--- config.mk ---
export PLATFORM = sky130hd
export DESIGN_NAME = rbg_bridge
export DESIGN_NICKNAME = d
export VERILOG_FILES = /design/src/logic/rbg_mem.v /design/src/logic/rbg_fifo.v /design/src/logic/rbg_bridge.v
export VERILOG_INCLUDE_DIRS = /design/src /design/src/logic
export SDC_FILE = /design/constraint.sdc
export NUM_CORES = 1
export LEC_CHECK = 0
export BUFFER_PORTS_ARGS = -buffer_cell sky130_fd_sc_hd__buf_2
export CORE_MARGIN = 4
export CORE_UTILIZATION = 50
export CTS_BUF_LIST = sky130_fd_sc_hd__clkbuf_4 sky130_fd_sc_hd__clkbuf_8 sky130_fd_sc_hd__clkbuf_16
export DETAILED_ROUTE_END_ITERATION = 16
export HOLD_SLACK_MARGIN = 0.08
export PLACE_DENSITY = 0.78
export SYNTH_ARGS = -nofsm -noshare
export SYNTH_HDL_FRONTEND = slang
export SYNTH_SLANG_ARGS = --single-unit
--- constraint.sdc ---
create_clock -name mclk_in -period 2.4 [get_ports mclk_in]
set_clock_uncertainty 0.05 [all_clocks]
set_input_delay 0.48 -clock mclk_in [delete_from_list [all_inputs] [get_ports mclk_in]]
set_output_delay 0.48 -clock mclk_in [all_outputs]
set_load 0.02 [all_outputs]
--- src/logic/rbg_defs.vh ---
// constants for the repeater bus glue block
`ifndef RBG_DEFS_VH
`define RBG_DEFS_VH

// ----------------------------------------
// clocking
// ----------------------------------------
`define RBG_MCLK_MHZ 100
`define RBG_REF_MHZ 50
`define RBG_MAC_MHZ 25
`define RBG_REF_DIV (`RBG_MCLK_MHZ / `RBG_REF_MHZ)
`define RBG_MAC_DIV (`RBG_REF_MHZ / `RBG_MAC_MHZ)
`define RBG_TICK_DIV (`RBG_REF_DIV * `RBG_MAC_DIV)
`define RBG_PH_LAST 2'h3

// ----------------------------------------
// cycle counter and nibble sequence
// ----------------------------------------
`define RBG_CNT_W 3
`define RBG_CNT_ZERO 3'h0
`define RBG_CNT_MAX 3'h7
`define RBG_CNT_ID_LO 3'h4
`define RBG_CNT_ID_HI 3'h5
`define RBG_CNT_PORT 3'h6
`define RBG_PORT_NUM 4'h0
`define RBG_NIB_ZERO 4'h0
`define RBG_ID_W 5
`define RBG_NIB_W 4

// ----------------------------------------
// data buffer
// ----------------------------------------
`define RBG_FIFO_DEPTH 8
`define RBG_FIFO_AW 3

`endif

--- src/logic/rbg_mem.v ---
// small dual-port memory with registered, write-first read data
module rbg_mem #(
    parameter W = 4,
    parameter DEPTH = 8,
    parameter AW = 3
) (
    input wire clk_in,
    input wire wr_en_in,
    input wire [AW-1:0] wr_addr_in,
    input wire [W-1:0] wr_data_in,
    input wire [AW-1:0] rd_addr_in,
    output reg [W-1:0] rd_data_out
);
    reg [W-1:0] mem_reg [0:DEPTH-1];

    // bypass so a word written to the address being read is seen at once
    always @(posedge clk_in) begin
        if (wr_en_in) begin
            mem_reg[wr_addr_in] <= wr_data_in;
        end
        if (wr_en_in && (wr_addr_in == rd_addr_in)) begin
            rd_data_out <= wr_data_in;
        end else begin
            rd_data_out <= mem_reg[rd_addr_in];
        end
    end
endmodule // rbg_mem

--- src/logic/rbg_fifo.v ---
// valid/ready fifo around the small memory
module rbg_fifo #(
    parameter W = 4,
    parameter DEPTH = 8,
    parameter AW = 3
) (
    input wire mclk_in,
    input wire rstn_in,
    input wire in_valid_in,
    output wire in_ready_out,
    input wire [W-1:0] in_data_in,
    output wire out_valid_out,
    input wire out_ready_in,
    output wire [W-1:0] out_data_out
);
    reg [AW-1:0] wr_ptr_reg;
    reg [AW-1:0] rd_ptr_reg;
    reg [AW:0] count_reg;
    wire push;
    wire pop;
    wire [AW-1:0] rd_ptr_next;

    assign in_ready_out = (count_reg != DEPTH[AW:0]);
    assign out_valid_out = (count_reg != {(AW+1){1'b0}});
    assign push = in_valid_in && in_ready_out;
    assign pop = out_valid_out && out_ready_in;
    // read address runs one step ahead so the head is ready in its register
    assign rd_ptr_next = pop ? ((rd_ptr_reg == DEPTH[AW-1:0] - 1'b1) ? {AW{1'b0}}
                                : rd_ptr_reg + 1'b1) : rd_ptr_reg;

    always @(posedge mclk_in or negedge rstn_in) begin
        if (!rstn_in) begin
            wr_ptr_reg <= {AW{1'b0}};
            rd_ptr_reg <= {AW{1'b0}};
            count_reg <= {(AW+1){1'b0}};
        end else begin
            if (push) begin
                wr_ptr_reg <= (wr_ptr_reg == DEPTH[AW-1:0] - 1'b1) ? {AW{1'b0}}
                              : wr_ptr_reg + 1'b1;
            end
            rd_ptr_reg <= rd_ptr_next;
            if (push && !pop) begin
                count_reg <= count_reg + 1'b1;
            end else if (pop && !push) begin
                count_reg <= count_reg - 1'b1;
            end
        end
    end

    rbg_mem #(.W(W), .DEPTH(DEPTH), .AW(AW)) u_mem (
        .clk_in(mclk_in),
        .wr_en_in(push),
        .wr_addr_in(wr_ptr_reg),
        .wr_data_in(in_data_in),
        .rd_addr_in(rd_ptr_next),
        .rd_data_out(out_data_out)
    );
endmodule // rbg_fifo

--- src/logic/rbg_bridge.v ---
// mac transmit side posing as one more repeater on the stack bus
`include "rbg_defs.vh"

module rbg_bridge #(
    parameter FIFO_DEPTH = `RBG_FIFO_DEPTH,
    parameter FIFO_AW = `RBG_FIFO_AW
) (
    input wire mclk_in,
    input wire rstn_in,
    input wire [4:0] module_vector_id_in,
    input wire mac_transmit_enable_in,
    input wire [3:0] mac_txd_in,
    output wire mac_clk_out,
    output wire mac_tx_ready_out,
    output reg mac_col_out,
    output reg mac_crs_out,
    output reg [3:0] mac_rxd_out,
    output reg mac_rx_dv_out,
    input wire [3:0] shared_txd_in,
    input wire shared_tx_dv_in,
    input wire [4:0] stack_vector_in,
    output wire [4:0] stack_vector_out,
    output reg [4:0] stack_vector_oe_out,
    output reg vector_match_n_out,
    input wire stack_collision_in_n,
    output reg stack_collision_out_n,
    input wire stack_activity_in_n,
    output reg stack_activity_out_n,
    output reg [3:0] stack_data_out,
    output reg stack_data_oe_out,
    input wire stack_data_ready_in,
    output reg [3:0] mgmt_data_out,
    output reg mgmt_data_oe_out,
    output reg mgmt_frame_valid_n_out,
    output reg fifo_overrun_out
);
    // ----------------------------------------
    // clock division
    // ----------------------------------------
    reg [1:0] phase_reg;
    wire tick;

    // halve mclk to 50 MHz, halve again
    always @(posedge mclk_in or negedge rstn_in) begin
        if (!rstn_in) begin
            phase_reg <= 2'h0;
        end else begin
            phase_reg <= phase_reg + 2'h1;
        end
    end

    // bit 0 is the 50 MHz reference, bit 1 the 25 MHz mac clock
    assign mac_clk_out = phase_reg[1];
    // counter, nibble, fifo and receive state step once per mac clock, late in its high half
    assign tick = (phase_reg == `RBG_PH_LAST);

    // ----------------------------------------
    // helper functions
    // ----------------------------------------
    function vec_equal;
        input [4:0] a;
        input [4:0] b;
        begin
            vec_equal = (a == b);
        end
    endfunction

    function in_nibble_window;
        input [2:0] c;
        begin
            in_nibble_window = c[2] && !(c[1] && c[0]);
        end
    endfunction

    // ----------------------------------------
    // cycle counter
    // ----------------------------------------
    reg [2:0] cnt_reg;
    reg [2:0] cnt_next;
    reg cnt_msb_dly_reg;
    wire mac_transmit_enable;
    wire vect_match;

    assign mac_transmit_enable = mac_transmit_enable_in;
    assign vect_match = vec_equal(stack_vector_in, module_vector_id_in);

    always @* begin
        cnt_next = cnt_reg;
        if (mac_transmit_enable) begin
            if (cnt_reg != `RBG_CNT_MAX) begin
                cnt_next = cnt_reg + 3'h1;
            end
        end else begin
            // step down: 7,6,4,0; top bit lingers to stretch driver enable
            cnt_next = {cnt_reg[1:0], 1'b0};
        end
    end

    always @(posedge mclk_in or negedge rstn_in) begin
        if (!rstn_in) begin
            cnt_reg <= `RBG_CNT_ZERO;
            cnt_msb_dly_reg <= 1'b0;
        end else if (tick) begin
            cnt_reg <= cnt_next;
            cnt_msb_dly_reg <= cnt_reg[2];
        end
    end

    // ----------------------------------------
    // management nibbles
    // ----------------------------------------
    reg [3:0] md_next;
    reg mdv_n_next;

    always @* begin
        md_next = `RBG_NIB_ZERO;
        mdv_n_next = 1'b1;
        if (mac_transmit_enable) begin
            case (cnt_reg)
                `RBG_CNT_ID_LO: begin
                    md_next = module_vector_id_in[3:0];
                end
                `RBG_CNT_ID_HI: begin
                    md_next = {3'h0, module_vector_id_in[4]};
                end
                `RBG_CNT_PORT: begin
                    md_next = `RBG_PORT_NUM;
                end
                default: begin
                    md_next = `RBG_NIB_ZERO;
                end
            endcase
            // frame valid only for three nibbles
            mdv_n_next = !in_nibble_window(cnt_reg);
        end
    end

    always @(posedge mclk_in or negedge rstn_in) begin
        if (!rstn_in) begin
            mgmt_data_out <= `RBG_NIB_ZERO;
            mgmt_frame_valid_n_out <= 1'b1;
        end else if (tick) begin
            mgmt_data_out <= md_next;
            mgmt_frame_valid_n_out <= mdv_n_next;
        end
    end

    // ----------------------------------------
    // collision and driver control
    // ----------------------------------------
    wire col_now;
    wire drv_en_now;

    assign col_now = !stack_collision_in_n || (mac_transmit_enable && !vect_match && cnt_reg[2]);
    // enable holds four ticks past enable
    assign drv_en_now = !col_now && (mac_transmit_enable || cnt_msb_dly_reg);

    always @(posedge mclk_in or negedge rstn_in) begin
        if (!rstn_in) begin
            mac_col_out <= 1'b0;
            stack_collision_out_n <= 1'b1;
            mgmt_data_oe_out <= 1'b0;
            stack_data_oe_out <= 1'b0;
        end else begin
            mac_col_out <= col_now;
            // tell the stack about own mismatch
            stack_collision_out_n <= !(mac_transmit_enable && !vect_match && cnt_reg[2]);
            mgmt_data_oe_out <= drv_en_now;
            stack_data_oe_out <= drv_en_now;
        end
    end

    // ----------------------------------------
    // vector force and compare
    // ----------------------------------------
    // vector lines are wired-low: pull low wherever the identifier bit is zero
    assign stack_vector_out = 5'h00;

    always @(posedge mclk_in or negedge rstn_in) begin
        if (!rstn_in) begin
            stack_vector_oe_out <= 5'h00;
            vector_match_n_out <= 1'b1;
            stack_activity_out_n <= 1'b1;
            mac_crs_out <= 1'b0;
        end else begin
            stack_vector_oe_out <= mac_transmit_enable ? ~module_vector_id_in : 5'h00;
            vector_match_n_out <= !vect_match;
            stack_activity_out_n <= !mac_transmit_enable;
            // carrier from own send or stack
            mac_crs_out <= mac_transmit_enable || !stack_activity_in_n;
        end
    end

    // ----------------------------------------
    // transmit data path
    // ----------------------------------------
    wire fifo_in_ready;
    wire fifo_out_valid;
    wire [3:0] fifo_out_data;
    wire push_req;
    wire pop_req;

    // the mac cannot pause mid-frame; a full buffer is flagged, not hidden
    assign push_req = tick && mac_transmit_enable;
    assign pop_req = tick && stack_data_ready_in;
    assign mac_tx_ready_out = fifo_in_ready;

    // mac nibbles cross to the stack bus
    rbg_fifo #(.W(`RBG_NIB_W), .DEPTH(FIFO_DEPTH), .AW(FIFO_AW)) u_fifo (
        .mclk_in(mclk_in),
        .rstn_in(rstn_in),
        .in_valid_in(push_req),
        .in_ready_out(fifo_in_ready),
        .in_data_in(mac_txd_in),
        .out_valid_out(fifo_out_valid),
        .out_ready_in(pop_req),
        .out_data_out(fifo_out_data)
    );

    always @(posedge mclk_in or negedge rstn_in) begin
        if (!rstn_in) begin
            stack_data_out <= `RBG_NIB_ZERO;
            fifo_overrun_out <= 1'b0;
        end else begin
            if (pop_req) begin
                stack_data_out <= fifo_out_valid ? fifo_out_data : `RBG_NIB_ZERO;
            end
            // sticky until reset; a dropped nibble spoils the frame
            if (push_req && !fifo_in_ready) begin
                fifo_overrun_out <= 1'b1;
            end
        end
    end

    // ----------------------------------------
    // receive path
    // ----------------------------------------
    always @(posedge mclk_in or negedge rstn_in) begin
        if (!rstn_in) begin
            mac_rxd_out <= `RBG_NIB_ZERO;
            mac_rx_dv_out <= 1'b0;
        end else if (tick) begin
            // listen on the shared local bus
            mac_rxd_out <= shared_txd_in;
            mac_rx_dv_out <= shared_tx_dv_in;
        end
    end
endmodule // rbg_bridge

==> results of run 1 <==
==> metrics by stage <==
| stage | std cells | cell area [µm²] | TNS [ns] | setup slack, ns | power, W |
|---|---|---|---|---|---|
| 6_report | 396 | 4020 | 0 | 0.0810 | 0.00406 |
| 5_1_grt | 396 | 4020 | -0.0214 | -0.0214 | 0.00430 |
| 4_1_cts | 392 | 3950 | 0 | 0.00783 | 0.00403 |
| 3_5_place_dp | 371 | 3670 | -0.00947 | -0.00947 | 0.00294 |
| 3_3_place_gp | 371 | 3670 | 0 | 0.0796 | 0.00289 |
| 2_1_floorplan | 243 | 3310 | 0 | 0.00151 | 0.00258 |
==> path summary, 6_finish.rpt <==
| path | startpoint | to | cells after the start |
|---|---|---|---|
| min reg2reg | phase_reg[0] | phase_reg[0] | 1 |
| max | u_fifo.count_reg[0] | u_fifo.count_reg[3] | 10 |
| min in group mclk_in | stack_activity_in_n | mac_crs_out | 2 |
| min | rstn_in | stack_vector_oe_out[4] | 2 |
| max in group asynchronous | rstn_in | mgmt_frame_valid_n_out | 2 |
| max reg2reg | u_fifo.count_reg[0] | u_fifo.count_reg[3] | 10 |
==> layer usage <==
layer | part of all wire | GRT usage | wire length [µm]
met5 | 0 | 0 | 0
met4 | 0.024 | 0.0934 | 151
met3 | 0.036 | 0.0307 | 231
met2 | 0.51 | 0.295 | 3300
met1 | 0.43 | 0.224 | 2730
==> final cells by class <==
cell class,instances,share of cell area
well taps,77,0.0240
clock inverters,4,0.0128
clock buffers,12,0.0452
inverters,14,0.0143
flip-flops and latches,77,0.517
multi-input cells,141,0.287
repair buffers,71,0.0997
==> report_power, final <==
group / leakage [nW] / internal (W) / switching [W]
clock: 0.116 / 0.000618 / 0.000470
combinational: 0.773 / 0.000556 / 0.000599
sequential: 0.820 / 0.00160 / 0.000216
==> repair_timing <==
action                     in CTS  in global routing
pin swaps                       5                  4
resized for setup               2                  4
setup endpoints to repair       1                  1
buffers inserted                5                  4
==> cells by family (layout without fill, tap and decap cells) <==
group / count (synthesis) / in the layout / synth area share
and+or+nand+nor: 59 / 59 / 0.0875
buffers and inverters: 25 / 101 / 0.0384
other: 1 / 5 / 0.00115
AOI/OAI and AO/OA: 34 / 34 / 0.0722
DFF: 77 / 77 / 0.637
adders and majority gates: 14 / 14 / 0.0560
xor gates and xnor gates: 7 / 7 / 0.0188
muxes: 22 / 22 / 0.0887
==> critical path, delay by kind of cell, from the launching register on <==
family | cells | cell delay (ns)
AND/OR/NAND/NOR | 2 | 0.64
buffers and inverters | 2 | 0.11
adder cells (fa/ha/maj) | 2 | 0.35
AO/OA/AOI/OAI | 3 | 0.44
multiplexers | 1 | 0.20
flip-flops | 1 | 0.42
==> cells in the final DEF (no fill, tap or decap), types with 9 or more instances in the layout <==
cell type and count:
buf_2 53, buf_4 18, clkbuf_8 9, dfrtp_1 38, edfxtp_1 32, ha_1 9
inv_1 11, mux2_2 9, mux2i_1 9, nand2_1 20, nor2_1 15, o22ai_1 9
==> results.ini, run 1 <==
[setup_path]
cp_cell_sequence = or4b_4 -> nand3_4 -> inv_4 -> ha_4 -> inv_4 -> ha_4 -> a21o_1 -> a21oi_2 -> mux2i_1 -> o31ai_1
slowest_delay_ns = 0.55
path_class = reg -> reg
cp_data_arrival_time_ns = 2.50
cp.required_ns = 2.58
end_kind = flip-flop
setup.worst_path.start_class = flip-flop
cp_max_fo = 3
critPathSlowestCell = or4b_4
r2r_setup_slack_ns = 0.08

[sta]
tightest_slew_ns = 0.560
fin_crit_sh = 0.966
setup_viol_count_final = 0
max_freq_ghz = 0.431
timing_max_transition_violations_final = 0
hold_viol = 0
finalCriticalPeriod_ns = 2.32
finalHoldWorstSlack_ns = 0.145
relSlewSlack = 0.624

[floorplanning]
die_area_mm2 = 0.00787
initial_core_util = 0.513
rows = 29
die_h_um = 88.7
die_w_um = 88.7
coreArea_mm2 = 0.00635
num_io_pins = 59

[finish]
multi_input_area_mm2 = 0.00115
utilization = 0.633
diodes = 0
layout.nets = 353
drive_gt1_frac = 0.364
largest_reg_flops = 32
area_delta_synth_final_pct = 23.3
seq_area_mm2 = 0.00208
fillers = 447

[clock_network]
root_buffer = clkbuf_8
hold_buffers = 0
numCtsBuffers = 9
clk_latency_ns = 0.35
clockBufferDepth = 2
cts_num_sinks = 77
cts_tree = done
clkTransAtPathRegs_ns = 0.08
htreeDepth = 3

[power_and_ir_drop]
p_leak_nw = 1.71
power_density_mw_per_mm2 = 1010
ir_drop_uv = 557

[detailed_routing]
drt_first_iter_violations = 114
drt-pass1-iter-count = 4
drc_errors = 0
vias = 2070
antenna_left = 0
via_per_inst = 5.23
wl_per_cell_um = 16.2
drt-total-wl_um = 6410

[logic_synthesis]
netlist.area_leader.share = 0.295
netlist_instances = 239
yosys-top-cells-area = edfxtp_1 (29%), dfrtp_1 (29%), ha_1 (5.0%), dfstp_2 (3.2%), mux2_2 (3.1%)
syn_area_mm2 = 0.00326
ys_ff_latch = 77
synth_edf_count = 32
ys.warnings.count = 0
syn_area_per_cell_um2 = 13.6
synthArstFlopShare = 0.545
ys_types = 43
synth.most_common_cell = dfrtp_1
ys_seq_area_frac = 0.637
synth_commonest_cells = dfrtp_1 (38), edfxtp_1 (32), nand2_1 (20), nor2_1 (15)
synth-main-ff-cell = dfrtp_1
synth.largest_area_cell = edfxtp_1

[placement]
place.gp.congestion = 0.764
io_buffers = 53
place_hpwl_um = 4630

[global_routing]
grt_pass1_vias = 2140
grt_use_total = 0.178
antenna_found_initial = 0
grt_first_pass_wirelength_um = 10400
grt_max_degree = 43
grt-ovfl-total = 0

[job]
drv_cap = 0

[run_status]
status = complete, no violations

[hold_path]
holdCritPathClass = in -> async

Power figures use the tool's default switching activity.
==> run 2: changes to the inputs <==
--- a/config.mk
+++ b/config.mk
@@ -9,7 +9,7 @@
 export BUFFER_PORTS_ARGS = -buffer_cell sky130_fd_sc_hd__buf_2
 export CORE_MARGIN = 4
 export CORE_UTILIZATION = 50
-export CTS_BUF_LIST = sky130_fd_sc_hd__clkbuf_4 sky130_fd_sc_hd__clkbuf_8 sky130_fd_sc_hd__clkbuf_16
+export CTS_BUF_LIST = sky130_fd_sc_hd__clkbuf_8 sky130_fd_sc_hd__clkbuf_16
 export DETAILED_ROUTE_END_ITERATION = 16
 export HOLD_SLACK_MARGIN = 0.08
 export PLACE_DENSITY = 0.78
==> run 2 against run 1 <==
Effect of this change: via count up 0.14%; final cell count is the same; sequential power is essentially flat; first-iteration DRC count is 11% lower; critical path type unchanged; largest power group unchanged; highest routed layer unchanged.
==> results.ini, run 2 (synthesized netlist as in run 1, its figures left out) <==
[run_status]
status = complete, no violations

[placement]
io_buffers = 53  ; unchanged
place_hpwl_um = 4630  ; unchanged
dp_cells = 371  ; unchanged
place.gp.congestion = 0.764  ; unchanged

[floorplanning]
initial_core_util = 0.513  ; unchanged
die_h_um = 88.7  ; unchanged
num_io_pins = 59  ; unchanged
coreArea_mm2 = 0.00635  ; unchanged
die_area_mm2 = 0.00787  ; unchanged
die_w_um = 88.7  ; unchanged
rows = 29  ; unchanged

[clock_network]
numCtsBuffers = 9  ; unchanged
clkTransAtPathRegs_ns = 0.08  ; about the same
cts_num_sinks = 77  ; unchanged
root_buffer = clkbuf_8
clk_latency_ns = 0.35  ; about the same
clockBufferDepth = 2  ; unchanged
htreeDepth = 3  ; unchanged
cts_tree = done

[finish]
drive_gt1_frac = 0.361  ; -0.00313
final_common_cell = buf_2
mostFrequentLayoutCells = buf_2 (53), dfrtp_1 (38), edfxtp_1 (32)
area_delta_synth_final_pct = 23.1  ; about the same
diodes = 0  ; unchanged
layout.nets = 353  ; unchanged
fin_cells = 396  ; unchanged
largest_reg_flops = 32  ; unchanged

[sta]
timing_max_transition_violations_final = 0  ; unchanged
finalCriticalPeriod_ns = 2.32  ; -0.000926 ns
setup_viol_count_final = 0  ; unchanged
fin_crit_sh = 0.966  ; about the same
max_freq_ghz = 0.431  ; about the same
relSlewSlack = 0.620  ; -0.00438
finalHoldWorstSlack_ns = 0.146  ; +0.000648 ns
tightest_slew_ns = 0.566  ; +0.00652 ns
hold_viol = 0  ; unchanged

[detailed_routing]
antenna_left = 0  ; unchanged
drc_errors = 0  ; unchanged
wl_per_cell_um = 16.2  ; about the same
via_per_inst = 5.23  ; +0.14%
vias = 2073  ; +0.14%
drt_first_iter_violations = 102  ; -11%
drt-total-wl_um = 6410  ; about the same
drt-pass1-iter-count = 4  ; unchanged

[global_routing]
grt_first_pass_wirelength_um = 10400  ; -0.26%
grt_use_total = 0.178  ; -0.000395
grt-ovfl-total = 0  ; unchanged
grt_max_degree = 43  ; unchanged
antenna_found_initial = 0  ; unchanged
grt_pass1_vias = 2138  ; -0.093%

[power_and_ir_drop]
p_leak_nw = 1.71  ; about the same
power_density_mw_per_mm2 = 1010  ; -0.34%
ir_drop_uv = 557  ; about the same

[job]
drv_cap = 0  ; unchanged

[setup_path]
path_class = reg -> reg
rr_worst_depth = 10  ; unchanged
end_kind = flip-flop
cp_max_fo = 3  ; unchanged
rr_startpoint = u_fifo.count_reg[0]
cp.required_ns = 2.58  ; about the same
setup.worst_path.start_class = flip-flop
r2r_setup_slack_ns = 0.08  ; about the same
r2r_end = u_fifo.count_reg[3]
cp_data_arrival_time_ns = 2.50  ; about the same

[hold_path]
holdCritPathClass = in -> async

[run 2: cell type report]
| class | count | area, µm² |
|---|---|---|
| clock buffer | 11 | 174 |
| clock inverter | 5 | 55.1 |
| fill | 446 | 2340 |
| inverter | 14 | 57.6 |
| multi-input combinational | 141 | 1150 |
| sequential | 77 | 2080 |
| tap | 77 | 96.3 |
| timing repair buffer | 71 | 400 |
[run 2: power breakdown]
part	total, W	internal [W]	switching, W
clock	0.00107	0.000603	0.000469
sequential	0.00181	0.00160	0.000216
combinational	0.00115	0.000555	0.000599
[run 2: stage by stage]
| step | setup TNS, ns | total power, W | area, µm² | util | worst slack, ns |
|---|---|---|---|---|---|
| floorplan | 0 | 0.00258 | 3310 | - | 0.00151 |
| global placement | 0 | 0.00289 | 3670 | 0.578 | 0.0796 |
| detailed placement | -0.00947 | 0.00294 | 3670 | 0.578 | -0.00947 |
| CTS | 0 | 0.00402 | 3950 | 0.621 | 0.00783 |
| global route | -0.0214 | 0.00428 | 4010 | 0.632 | -0.0214 |
| finish | 0 | 0.00404 | 4010 | 0.632 | 0.0819 |
[run 2: worst max path at each step]
stage / end / slack (ns) / start
2_1_floorplan: u_fifo.count_reg[3] / 0.002 / u_fifo.count_reg[0]
3_3_place_gp: u_fifo.count_reg[3] / 0.08 / u_fifo.count_reg[2]
3_5_place_dp: u_fifo.count_reg[3] / -0.009 / u_fifo.count_reg[0]
4_1_cts: u_fifo.count_reg[3] / 0.008 / u_fifo.count_reg[0]
5_1_grt: u_fifo.count_reg[3] / -0.02 / u_fifo.count_reg[0]
6_report: u_fifo.count_reg[3] / 0.08 / u_fifo.count_reg[0]
[run 2: worst max-delay path, stage by stage (launching register included)]
cell and delay (ns):
dfrtp_1 0.42, or4b_4 0.55, nand3_4 0.09, inv_4 0.05, ha_4 0.16, inv_4 0.06
ha_4 0.19, a21o_1 0.20, a21oi_2 0.15, mux2i_1 0.20, o31ai_1 0.09
[run 2: routing by layer]
layer | global-route usage | part of all wire
met3 | 0.0307 | 0.034
met2 | 0.294 | 0.51
met1 | 0.223 | 0.43
met4 | 0.0934 | 0.024
met5 | 0 | 0
[run 2: timing repair]
| item | CTS | global route |
|---|---|---|
| buffers inserted | 5 | 4 |
| hold buffers | 0 | 0 |
| cloned | 0 | 0 |
| setup endpoints to repair | 1 | 1 |
| gates resized for setup | 2 | 4 |
| pin swaps | 5 | 4 |
